File: config.mk
export PLATFORM = sky130hd
export DESIGN_NAME = oad_operand_decoder
export DESIGN_NICKNAME = d
export VERILOG_FILES = /design/src/hdl/oad_operand_decoder.v
export VERILOG_INCLUDE_DIRS = /design/src /design/src/hdl
export SDC_FILE = /design/constraint.sdc
export NUM_CORES = 1
export LEC_CHECK = 0
export BUFFER_PORTS_ARGS = -buffer_cell sky130_fd_sc_hd__buf_2
export CORE_AREA = 2 2 176 178
export CTS_CLUSTER_SIZE = 16
export DETAILED_ROUTE_END_ITERATION = 10
export DIE_AREA = 0 0 178 180
export PLACE_DENSITY = 0.7
export SYNTH_ARGS = -nofsm -noshare
export SYNTH_HDL_FRONTEND = slang
export SYNTH_SLANG_ARGS = --single-unit
File: constraint.sdc
create_clock -name sys_clk -period 5.65 [get_ports sys_clk]
set_clock_uncertainty 0.15 [all_clocks]
set_input_delay 0.2825 -clock sys_clk [delete_from_list [all_inputs] [get_ports sys_clk]]
set_output_delay 0.2825 -clock sys_clk [all_outputs]
set_load 0.005 [all_outputs]
File: src/hdl/oad_defines.vh
`ifndef OAD_DEFINES_VH
`define OAD_DEFINES_VH

// ************************************************************
// register byte offsets
// ************************************************************
`define OAD_ADDR_W      8
`define OAD_OFS_CTRL    8'h00
`define OAD_OFS_STREAM  8'h04
`define OAD_OFS_BASE    8'h08
`define OAD_OFS_FRAME   8'h0c
`define OAD_OFS_SRCIDX  8'h10
`define OAD_OFS_DSTIDX  8'h14
`define OAD_OFS_FLAGS   8'h18
`define OAD_OFS_STATUS  8'h1c
`define OAD_OFS_RESULT  8'h20
`define OAD_OFS_DECODE  8'h24

// ************************************************************
// control fields
// ************************************************************
`define OAD_CTRL_WORD     0
`define OAD_CTRL_SEGMOVE  1
`define OAD_CTRL_RESTART  2

// ************************************************************
// result fields
// ************************************************************
`define OAD_RES_REGOP     16
`define OAD_RES_DONE      17
`define OAD_RES_NB_LO     18
`define OAD_RES_ILLEGAL   20

// ************************************************************
// addressing kinds and special codes
// ************************************************************
`define OAD_KIND_NOOFS    2'h0
`define OAD_KIND_OFS8     2'h1
`define OAD_KIND_OFS16    2'h2
`define OAD_KIND_REG      2'h3
`define OAD_SEL_DIRECT    3'h6
`define OAD_SEG_CODE      2'h1

// ************************************************************
// reset values and bus answers
// ************************************************************
`define OAD_RST16         16'h0000
`define OAD_RST_FLAGS     9'h000
`define OAD_RST_CTRL      2'h0
`define OAD_RESP_OKAY     2'h0
`define OAD_RESP_SLVERR   2'h2

`endif

File: src/hdl/oad_operand_decoder.v
// What this block does
// - kind 00 gives zero offset, no bytes except with selector 110 (two)
// - kind 01 sign-extends one low offset byte
// - kind 10 joins high above low byte
// - kind 11 selects a register, not memory
// - selectors 000-011 add base/frame plus index
// - selectors 100-111 use one register plus offset
// - kind 00 selector 110 is direct address
// - offset bytes follow second byte, before data
// - status word packs flags at fixed bits
// - register codes name word or byte registers
// - word bit picks 16-bit or 8-bit set
// - segment codes select extra, code, stack, data
`timescale 1ns/1ps
`include "oad_defines.vh"

module oad_operand_decoder (
  // clock and reset
  input  wire                   sys_clk,
  input  wire                   rst_n,
  // axi4-lite write address and data
  input  wire [`OAD_ADDR_W-1:0] s_axi_awaddr,
  input  wire                   s_axi_awvalid,
  output wire                   s_axi_awready,
  input  wire [31:0]            s_axi_wdata,
  input  wire [3:0]             s_axi_wstrb,
  input  wire                   s_axi_wvalid,
  output wire                   s_axi_wready,
  // axi4-lite write response
  output reg  [1:0]             s_axi_bresp,
  output reg                    s_axi_bvalid,
  input  wire                   s_axi_bready,
  // axi4-lite read
  input  wire [`OAD_ADDR_W-1:0] s_axi_araddr,
  input  wire                   s_axi_arvalid,
  output wire                   s_axi_arready,
  output reg  [31:0]            s_axi_rdata,
  output reg  [1:0]             s_axi_rresp,
  output reg                    s_axi_rvalid,
  input  wire                   s_axi_rready,
  // decode results
  output reg  [15:0]            operandLocation,
  output reg  [1:0]             offsetBytes,
  output reg                    regOperand,
  output reg                    decodeDone,
  output reg                    illegalInstr,
  output reg  [15:0]            rmRegSel,
  output reg  [15:0]            regFieldSel,
  output reg  [3:0]             segSel,
  output wire [15:0]            statusWord
);

  // ************************************************************
  // sequencer states
  // ************************************************************
  localparam [4:0] S_OPC  = 5'h01;
  localparam [4:0] S_ADDR = 5'h02;
  localparam [4:0] S_LO   = 5'h04;
  localparam [4:0] S_HI   = 5'h08;
  localparam [4:0] S_DONE = 5'h10;

  // ************************************************************
  // functions
  // ************************************************************
  // low byte of the one-hot: word set, high byte: byte set
  function [15:0] regDecode;
    input [2:0] code;
    input       wordBit;
    begin
      regDecode = wordBit ? (16'h0001 << code) : (16'h0100 << code);
    end
  endfunction

  function [1:0] needBytes;
    input [7:0] addrByte;
    begin
      case (addrByte[7:6])
        `OAD_KIND_NOOFS: needBytes = (addrByte[2:0] == `OAD_SEL_DIRECT) ? 2'h2 : 2'h0;
        `OAD_KIND_OFS8:  needBytes = 2'h1;
        `OAD_KIND_OFS16: needBytes = 2'h2;
        default:         needBytes = 2'h0;
      endcase
    end
  endfunction

  function [31:0] applyStrb;
    input [31:0] old;
    input [31:0] data;
    input [3:0]  strb;
    integer      i;
    begin
      applyStrb = old;
      for (i = 0; i < 4; i = i + 1) begin
        if (strb[i]) applyStrb[i*8 +: 8] = data[i*8 +: 8];
      end
    end
  endfunction

  // ************************************************************
  // register state
  // ************************************************************
  reg  [1:0]  ctrl_q;
  reg  [15:0] baseWord_q;
  reg  [15:0] framePtr_q;
  reg  [15:0] srcIndex_q;
  reg  [15:0] dstIndex_q;
  reg  [8:0]  flags_q;
  reg  [4:0]  state_q;
  reg  [7:0]  addrByte_q;
  reg  [7:0]  offsetLo_q;
  reg  [7:0]  offsetHi_q;
  reg  [15:0] offset_d;
  reg  [15:0] base_d;
  reg  [15:0] location_d;
  reg  [31:0] rdata_d;
  reg         rhit_d;
  reg         whit_d;
  wire        wrTake;
  wire        rdTake;
  wire [31:0] wMerged;
  wire        streamWr;
  wire        restartWr;
  wire [7:0]  streamByte;

  // ************************************************************
  // bus handshakes
  // ************************************************************
  // address and data are taken together; a lone one waits for its partner
  assign s_axi_awready = s_axi_awvalid & s_axi_wvalid & ~s_axi_bvalid;
  assign s_axi_wready  = s_axi_awready;
  assign s_axi_arready = ~s_axi_rvalid & ~wrTake; // a write wins: the strobe merge shares the read mux
  assign wrTake        = s_axi_awready;
  assign rdTake        = s_axi_arvalid & s_axi_arready;
  assign streamWr      = wrTake & (s_axi_awaddr == `OAD_OFS_STREAM) & s_axi_wstrb[0];
  assign restartWr     = wrTake & (s_axi_awaddr == `OAD_OFS_CTRL) & s_axi_wstrb[0] &
                         s_axi_wdata[`OAD_CTRL_RESTART];
  assign streamByte    = s_axi_wdata[7:0];

  always @* whit_d = (s_axi_awaddr[1:0] == 2'h0) && (s_axi_awaddr <= `OAD_OFS_FLAGS);

  // ************************************************************
  // register writes
  // ************************************************************
  always @(posedge sys_clk or negedge rst_n) begin
    if (!rst_n) begin
      ctrl_q       <= `OAD_RST_CTRL;
      baseWord_q   <= `OAD_RST16;
      framePtr_q   <= `OAD_RST16;
      srcIndex_q   <= `OAD_RST16;
      dstIndex_q   <= `OAD_RST16;
      flags_q      <= `OAD_RST_FLAGS;
      s_axi_bvalid <= 1'b0;
      s_axi_bresp  <= `OAD_RESP_OKAY;
    end else begin
      if (wrTake) begin
        s_axi_bvalid <= 1'b1;
        s_axi_bresp  <= whit_d ? `OAD_RESP_OKAY : `OAD_RESP_SLVERR;
        case (s_axi_awaddr)
          `OAD_OFS_CTRL:   ctrl_q     <= wMerged[1:0];
          `OAD_OFS_BASE:   baseWord_q <= wMerged[15:0];
          `OAD_OFS_FRAME:  framePtr_q <= wMerged[15:0];
          `OAD_OFS_SRCIDX: srcIndex_q <= wMerged[15:0];
          `OAD_OFS_DSTIDX: dstIndex_q <= wMerged[15:0];
          `OAD_OFS_FLAGS:  flags_q    <= wMerged[8:0];
          default: ;
        endcase
      end else if (s_axi_bready) s_axi_bvalid <= 1'b0;
    end
  end

  assign wMerged = applyStrb(rdata_d, s_axi_wdata, s_axi_wstrb);

  // ************************************************************
  // instruction byte sequencer
  // ************************************************************
  // offset bytes are the ones right after the addressing byte; later
  // immediate bytes fall into the done state and are not decoded
  always @(posedge sys_clk or negedge rst_n) begin
    if (!rst_n) begin
      state_q    <= S_OPC;
      addrByte_q <= 8'h00;
      offsetLo_q <= 8'h00;
      offsetHi_q <= 8'h00;
    end else if (restartWr) begin
      state_q <= S_OPC;
    end else if (streamWr) begin
      case (state_q)
        S_OPC: state_q <= S_ADDR;
        S_ADDR: begin
          addrByte_q <= streamByte;
          offsetLo_q <= 8'h00;
          offsetHi_q <= 8'h00;
          state_q    <= (needBytes(streamByte) == 2'h0) ? S_DONE : S_LO;
        end
        S_LO: begin
          offsetLo_q <= streamByte;
          state_q    <= (needBytes(addrByte_q) == 2'h2) ? S_HI : S_DONE;
        end
        S_HI: begin
          offsetHi_q <= streamByte;
          state_q    <= S_DONE;
        end
        S_DONE: state_q <= S_DONE;
        default: state_q <= S_OPC;
      endcase
    end
  end

  // ************************************************************
  // operand location
  // ************************************************************
  always @* begin
    case (addrByte_q[7:6])
      `OAD_KIND_OFS8:  offset_d = {{8{offsetLo_q[7]}}, offsetLo_q};
      `OAD_KIND_OFS16: offset_d = {offsetHi_q, offsetLo_q};
      default:         offset_d = 16'h0000;
    endcase
    case (addrByte_q[2:0])
      3'h0:    base_d = baseWord_q + srcIndex_q;
      3'h1:    base_d = baseWord_q + dstIndex_q;
      3'h2:    base_d = framePtr_q + srcIndex_q;
      3'h3:    base_d = framePtr_q + dstIndex_q;
      3'h4:    base_d = srcIndex_q;
      3'h5:    base_d = dstIndex_q;
      3'h6:    base_d = framePtr_q;
      default: base_d = baseWord_q;
    endcase
    if (addrByte_q[7:6] == `OAD_KIND_NOOFS && addrByte_q[2:0] == `OAD_SEL_DIRECT) begin
      location_d = {offsetHi_q, offsetLo_q};
    end else begin
      location_d = base_d + offset_d;
    end
  end

  // ************************************************************
  // decode outputs
  // ************************************************************
  always @(posedge sys_clk or negedge rst_n) begin
    if (!rst_n) begin
      operandLocation <= `OAD_RST16;
      offsetBytes     <= 2'h0;
      regOperand      <= 1'b0;
      decodeDone      <= 1'b0;
      illegalInstr    <= 1'b0;
      rmRegSel        <= 16'h0000;
      regFieldSel     <= 16'h0000;
      segSel          <= 4'h0;
    end else begin
      decodeDone      <= (state_q == S_DONE);
      offsetBytes     <= needBytes(addrByte_q);
      regOperand      <= (addrByte_q[7:6] == `OAD_KIND_REG);
      operandLocation <= (addrByte_q[7:6] == `OAD_KIND_REG) ? 16'h0000 : location_d;
      rmRegSel        <= (addrByte_q[7:6] == `OAD_KIND_REG) ?
                         regDecode(addrByte_q[2:0], ctrl_q[`OAD_CTRL_WORD]) : 16'h0000;
      regFieldSel     <= regDecode(addrByte_q[5:3], ctrl_q[`OAD_CTRL_WORD]);
      segSel          <= 4'h1 << addrByte_q[4:3];
      illegalInstr    <= (state_q == S_DONE) & ctrl_q[`OAD_CTRL_SEGMOVE] &
                         (addrByte_q[4:3] == `OAD_SEG_CODE);
    end
  end

  // overflow,direction,interrupt,trap,sign,zero,-,aux,-,parity,-,carry
  assign statusWord = {4'h0, flags_q[8:3], 1'b0, flags_q[2], 1'b0, flags_q[1], 1'b0, flags_q[0]};

  // ************************************************************
  // register reads
  // ************************************************************
  always @* begin
    rhit_d  = 1'b1;
    rdata_d = 32'h00000000;
    case (rdTake ? s_axi_araddr : s_axi_awaddr)
      `OAD_OFS_CTRL:   rdata_d = {30'h0, ctrl_q};
      `OAD_OFS_STREAM: rdata_d = 32'h00000000;
      `OAD_OFS_BASE:   rdata_d = {16'h0000, baseWord_q};
      `OAD_OFS_FRAME:  rdata_d = {16'h0000, framePtr_q};
      `OAD_OFS_SRCIDX: rdata_d = {16'h0000, srcIndex_q};
      `OAD_OFS_DSTIDX: rdata_d = {16'h0000, dstIndex_q};
      `OAD_OFS_FLAGS:  rdata_d = {23'h0, flags_q};
      `OAD_OFS_STATUS: rdata_d = {16'h0000, statusWord};
      `OAD_OFS_RESULT: rdata_d = {11'h0, illegalInstr, offsetBytes, decodeDone, regOperand, operandLocation};
      `OAD_OFS_DECODE: rdata_d = {4'h0, segSel, addrByte_q, offsetHi_q, offsetLo_q};
      default:         rhit_d  = 1'b0;
    endcase
  end

  always @(posedge sys_clk or negedge rst_n) begin
    if (!rst_n) begin
      s_axi_rvalid <= 1'b0;
      s_axi_rdata  <= 32'h00000000;
      s_axi_rresp  <= `OAD_RESP_OKAY;
    end else if (rdTake) begin
      s_axi_rvalid <= 1'b1;
      s_axi_rdata  <= rdata_d;
      s_axi_rresp  <= rhit_d ? `OAD_RESP_OKAY : `OAD_RESP_SLVERR;
    end else if (s_axi_rready) s_axi_rvalid <= 1'b0;
  end

endmodule

==> results of run 1 <==
## what timing repair did
action / CTS / global route
hold endpoints to repair: 69 / 0
setup endpoints to repair: 0 / 1
hold buffers: 4 / 0
gates resized for setup: 0 / 3
## flip-flops by register name, indices dropped and copies added, names as in the netlist, 9 cells and up
name             flops
s_axi_rdata         28
baseWord_q          16
dstIndex_q          16
framePtr_q          16
operandLocation     16
regFieldSel         16
rmRegSel            16
srcIndex_q          16
flags_q              9
## power by group
part,switching (uW),internal [uW],total [uW]
clock network,632,654,1290
registers,24.0,1400,1430
logic,168,89.4,258
total,824,2150,2970
## final cells by class
type | instances | area share, %
flip-flops and latches | 193 | 35.46
clock inverters | 14 | 1.332
multi-input cells | 969 | 48.96
well taps | 396 | 3.637
inverters | 34 | 0.9368
repair buffers | 161 | 6.447
clock buffers | 18 | 3.224
## logic make-up (layout without fill, tap and decap cells)
family                   Yosys count  after routing  share of synthesized area (%)
other                              1             13                        0.03137
multiplexers                     128            128                          12.09
AO/OA/AOI/OAI                    329            329                          18.85
buffers and inverters            108            227                          4.218
AND/OR/NAND/NOR                  413            413                          16.19
XOR/XNOR                          31             31                          2.271
adder cells (fa/ha/maj)           55             55                          5.945
flip-flops                       193            193                          40.41
## layer usage
layer / up-vias / track usage [%] / share of wire (%)
li1: 4792 / - / -
met1: 5108 / 31.65 / 43
met2: 474 / 35.84 / 45
met3: 76 / 4.674 / 8.2
met4: 0 / 9.738 / 3.7
met5: - / 0 / 0
## placed cells by master (no fill, tap or decap), types with 11 or more instances in the layout
cell and instances:
a21boi_0 12, a21o_1 16, a21oi_1 58, a222oi_1 11, a22o_1 11, a32o_1 16
and2_1 12, buf_2 140, buf_4 15, clkbuf_16 17, conb_1 13, dfrtp_1 192
ha_1 52, inv_1 34, mux2_2 93, mux2i_1 30, nand2_1 196, nand2b_1 15
nand3_1 29, nor2_1 78, nor3_1 22, o21ai_0 47, o21ai_1 42, o221ai_1 13
o22ai_1 13, xnor2_1 19, xor2_1 12
## metrics by stage
| stage | hold slack (ns) | cells |
|---|---|---|
| floorplan | -0.1631 | 1270 |
| global placement | 0.1704 | 1749 |
| detailed placement | 0.1698 | 1749 |
| CTS | 0.01111 | 1785 |
| global route | 0.02479 | 1785 |
| finish | 0.01951 | 1785 |
## worst max-delay path, stage by stage (launching register included)
cell and delay (ns):
dfrtp_1 0.42, nand2b_1 0.20, nor2_4 0.20, mux2_2 0.20, ha_1 0.19, inv_1 0.07, fa_1 0.43, nor2b_1 0.14
o21ai_1 0.09, a21boi_0 0.33, o21a_1 0.17, o21ai_0 0.09, a21boi_0 0.29, o211ai_1 0.12, o31ai_1 0.12, o31ai_2 0.13
ha_1 0.39, and2_1 0.17, o211ai_1 0.12, a21o_1 0.22, a31oi_1 0.24, nor4_1 0.09, a311oi_1 0.30, xnor2_1 0.11
a211oi_1 0.22
## path summary, 6_finish.rpt
kind	start	endpoint
setup / recovery	addrByte_q[1]	operandLocation[15]
min in group asynchronous	rst_n	state_q[2]
hold / removal	s_axi_wdata[11]	framePtr_q[11]
hold reg to reg	s_axi_rdata[15]	s_axi_rdata[15]
max in group asynchronous	rst_n	s_axi_rdata[8]
setup reg to reg	addrByte_q[1]	operandLocation[15]
==> results.md, run 1 <==
* Cells after Synth at 1258
* Number of synthesized flops with an enable pin at 0
* Via count at 10450
* Worst-case headroom to the max-slew limit at 23.01%
* Yosys reg bits at 193
* R2R Setup Slk at 0.38 ns
* All-Layer GR Usage at 23.23%
* PortBufs at 141
* Register Area at 0.004831 mm^2
* CP arrival at 5.49 ns
* Area of the multi-input gates at 0.006670 mm^2
* Share of the synthesized area in the top cell type at 40.19%
* H-tree levels at 4
* Vias in the first global route at 9932
* Slew Limit Fails at 0
* Status: finished, final reports clean
* Synth async-reset ratio at 100.0%
* # Post-CTS Setup Buffers at 0
* DRC at 0
* Synth cell count leaders: 196 x nand2_1, 192 x dfrtp_1, 93 x mux2_2
* Setup TNS at 0 ns
* Register clock-pin slew on the reported worst setup and hold paths at 0.08 ns
* Crit. End Element: flip-flop
* Syn Area/Cell at 9.503 um^2
* Initial antenna violation count at 0
* Clk root buf: clkbuf_16
* Area growth, synth to finish at 13.95%
* # IOs at 173
* CP Launch Type: flip-flop
* Starting density of the core at 39.60%
* Worst vdd ir at 0.1880 mV
* Depth of the worst hold-timing path at 3
* Core area at 0.03019 mm^2
* DIE WIDTH at 178 um
* Final Core Density at 45.13%
* Starting DRT DRC Count at 1031
* Detailed-router iteration count before antenna repair at 7
* Largest net degree at the start of global routing at 71
* Distinct cell type count after synthesis at 79
* HP Class: input pin to flip-flop
* Finished Cell Area at 0.01362 mm^2
* CP max FO at 5
* Post-Syn Area at 0.01196 mm^2
* Vias per cell at 5.854
* Yosys warns at 0
* Pwr/cell area at 218.1 mW/mm^2
* Final period util at 93.31%
* Chip height at 180 um
* Area leader, netlist: dfrtp_1
* Lkg Pwr at 0.006736 uW
* TritonCTS clock tree: built
* DR WL/cell at 20.83 um
* MaxCap Viol Count at 0
* Cts bufs inserted at 17
* Post-synthesis sequential area ratio at 40.41%
* RSZ-0062 raised after global routing: false
* Fin. Hold Viols at 0
* Final setup margin at 0.3779 ns
* Top_reg_cell synth: dfrtp_1
* R2R cell count at 24
* Final #Nets at 1490
* CTS Buffer Depth at 2
* Worst endpoint required time at 5.86 ns
* Top post-synthesis cells by area: dfrtp_1 40%, mux2_2 8.8%, nand2_1 6.2%
* # rows at 64
* Fmax at 189.7 MHz
* Share of cells above drive strength 1 at 22.25%
* Post-DP HPWL at 27330 um
* Total Wirelength at 37180 um
* Worst skew pair latency at 0.46 ns
* Tot Pwr at 2972 uW
* Setup CP Type: flip-flop to flip-flop
* Filler cells at 2829
* Most frequent cell after synthesis: nand2_1
* Gr ovfl total at 0
* Die area at 0.03204 mm^2
* Instance area after placement at 0.01295 mm^2
* Global-route wire length before repair at 57210 um
* Diode count at 0
* Endpoints failing setup at 0
* GP Congestion at 0.9486
* Clock Sinks at 193
* Pre-CTS setup slack at 0.3754 ns
* Clock period minus worst slack at 5.272 ns
* Worst Tran Pin Value at 1.152 ns
* Antenna viol nets, final at 0
Power figures use the tool's default switching activity.
==> run 2, diff against run 1 <==
- clock period: 5.65 -> 6.37 ns (I/O delays scaled with it)
==> run 2 against run 1 <==
Non-clock buffer count shrank 3; design area decreased by 0.51%; via count is essentially flat; sequential power down 11%; clock-buffer cell count unchanged; largest power group unchanged.
==> results.md, run 2 (synthesized netlist as in run 1, its figures left out) <==
* HP Class: input pin to flip-flop
* Chip height at 180 um (unchanged)
* Lkg Pwr at 0.006700 uW (-0.54%)
* CP arrival at 5.87 ns (+0.38 ns)
* Crit path cell chain: nand2b_1 > nor2_4 > mux2_2 > ha_1 > inv_1 > fa_1 > nor2b_1 > o21ai_0 > a21boi_0 > o21a_1 > o21ai_0 > a21boi_0 > o211ai_1 > o31ai_1 > o31ai_1 > ha_1 > and2_1 > o211ai_1 > a21o_1 > a31oi_1 > nor4_1 > a311oi_1 > xnor2_1 > a211oi_1
* Via count at 10460 (+0.048%)
* CTS Buffer Depth at 2 (unchanged)
* Fin. Hold Viols at 0 (unchanged)
* Gr ovfl total at 0 (unchanged)
* R2R Setup Slk at 0.71 ns (+0.33 ns)
* CP Launch Type: flip-flop
* R2r endpoint: operandLocation[15]
* H-tree levels at 4 (unchanged)
* All-Layer GR Usage at 23.24% (about the same)
* GP Congestion at 0.9576 (+0.95%)
* Worst vdd ir at 0.1614 mV (-14%)
* Clock period minus worst slack at 5.660 ns (+0.3882 ns)
* Pwr/cell area at 188.1 mW/mm^2 (-14%)
* Final Core Density at 44.89% (-0.23 points)
* Final #Nets at 1487 (-0.20%)
* Clock Sinks at 193 (unchanged)
* CP max-delay cell: dfrtp_1
* Detailed-router iteration count before antenna repair at 8 (+1)
* Largest Register: s_axi_rdata
* Initial antenna violation count at 0 (unchanged)
* DR WL/cell at 20.83 um (about the same)
* Inst Count DP at 1747 (-0.11%)
* Leading cell type in the layout, fill and taps excluded: nand2_1
* Worst skew pair latency at 0.45 ns (about the same)
* Hold Path End: framePtr_q[11]
* MaxCap Viol Count at 0 (unchanged)
* Vias in the first global route at 9923 (-0.091%)
* Global-route wire length before repair at 57060 um (-0.28%)
* Finished Layout Cells at 1782 (-0.17%)
* Share of cells above drive strength 1 at 22.01% (-0.24 points)
* TritonCTS clock tree: built
* Diode count at 0 (unchanged)
* Endpoints failing setup at 0 (unchanged)
* R2R cell count at 24 (unchanged)
* Max reg flops at 28 (unchanged)
* Crit-path max cell delay at 0.57 ns (+0.14 ns)
* Pre-CTS setup slack at 0.8444 ns (+0.4690 ns)
* Worst endpoint required time at 6.58 ns (+0.72 ns)
* DIE WIDTH at 178 um (unchanged)
* Register clock-pin slew on the reported worst setup and hold paths at 0.07 ns (about the same)
* Antenna viol nets, final at 0 (unchanged)
* Crit path max-delay family: compound AO/OA/AOI/OAI gates
* Starting DRT DRC Count at 1188 (+15%)
* Final setup margin at 0.7097 ns (+0.3318 ns)
* Clk root buf: clkbuf_16
* Commonest non-fill, non-tap cells in the layout: 196 x nand2_1, 192 x dfrtp_1, 140 x buf_2
* Cts bufs inserted at 17 (unchanged)
* CP max FO at 11 (+6)
* Setup CP Type: flip-flop to flip-flop
* Hold_sp: s_axi_wdata[11]
* DRC at 0 (unchanged)
* Starting density of the core at 39.60% (unchanged)
* Largest net degree at the start of global routing at 118 (+66%)
* Crit. End Element: flip-flop
* Post-DP HPWL at 27490 um (+0.58%)
* Worst path bufs/invs at 1 (unchanged)
* Depth of the worst hold-timing path at 3 (unchanged)
* Total Wirelength at 37130 um (-0.14%)
* Core area at 0.03019 mm^2 (unchanged)
* Final period util at 88.86% (-4.5 points)
* Reg-to-reg startpoint: addrByte_q[1]
* Tot Pwr at 2550 uW (-14%)
* RSZ-0062 raised after global routing: false
* Slew Limit Fails at 0 (unchanged)
* Worst Tran Pin Value at 1.181 ns (+0.02849 ns)
* PortBufs at 141 (unchanged)
* Area growth, synth to finish at 13.36%
* # rows at 64 (unchanged)
* Status: finished, final reports clean
* # IOs at 173 (unchanged)
* Setup TNS at 0 ns (unchanged)
* Worst-case headroom to the max-slew limit at 21.11% (-1.9 points)
* Fmax at 176.7 MHz (-6.9%)
* Vias per cell at 5.867 (+0.22%)
* Die area at 0.03204 mm^2 (unchanged)
[run 2: final cells by class]
class / count / area, um^2
fillers: 2852 / 16640
multi-input cells: 969 / 6665
flip-flops and latches: 193 / 4831
repair buffers: 158 / 862.1
well taps: 396 / 495.5
clock buffers: 18 / 429.2
clock inverters: 14 / 142.6
inverters: 34 / 127.6
[run 2: worst max-delay path by stage]
stage	startpoint	end	slack (ns)	depth (start not counted)
finish	addrByte_q[1]	operandLocation[15]	0.71	24
global route	addrByte_q[1]	operandLocation[15]	0.40	24
CTS	addrByte_q[1]	operandLocation[15]	0.81	24
detailed placement	addrByte_q[1]	operandLocation[15]	0.84	24
global placement	addrByte_q[1]	operandLocation[15]	0.92	23
floorplan	addrByte_q[1]	operandLocation[15]	1.49	23
[run 2: routing by layer]
metal / vias up / wire [um] / GRT usage (%)
met1: 5129 / 15860 / 31.62
li1: 4794 / - / -
met3: 80 / 3216 / 5.118
met2: 452 / 16560 / 35.26
met4: 0 / 1494 / 10.43
met5: - / 0 / 0
[run 2: report_power, final]
| group | switching (uW) | internal [uW] | total (uW) |
|---|---|---|---|
| logic | 149 | 80.2 | 229 |
| clock network | 532 | 522 | 1050 |
| registers | 21.0 | 1250 | 1270 |
[run 2: metrics by stage]
step | instance area [um^2] | hold WS (ns)
final | 13550 | 0.06107
after global routing | 13550 | 0.06216
after CTS | 13550 | 0.05144
after detailed placement | 12950 | 0.3070
after global placement | 12950 | 0.3073
after floorplan | 12000 | -0.1271
[run 2: worst min-delay path: cells and delay by family]
| family | cells | cell delay [ns] |
|---|---|---|
| buffers and inverters | 1 | 0.10 |
| multiplexers | 1 | 0.08 |
| AO/OA/AOI/OAI | 1 | 0.11 |
[run 2: what timing repair did]
item                                   4_1_cts  5_1_grt
setup buffers                                0        0
gates resized for setup                      0        0
hold buffers                                 3        0
endpoints found under the hold margin      117        0
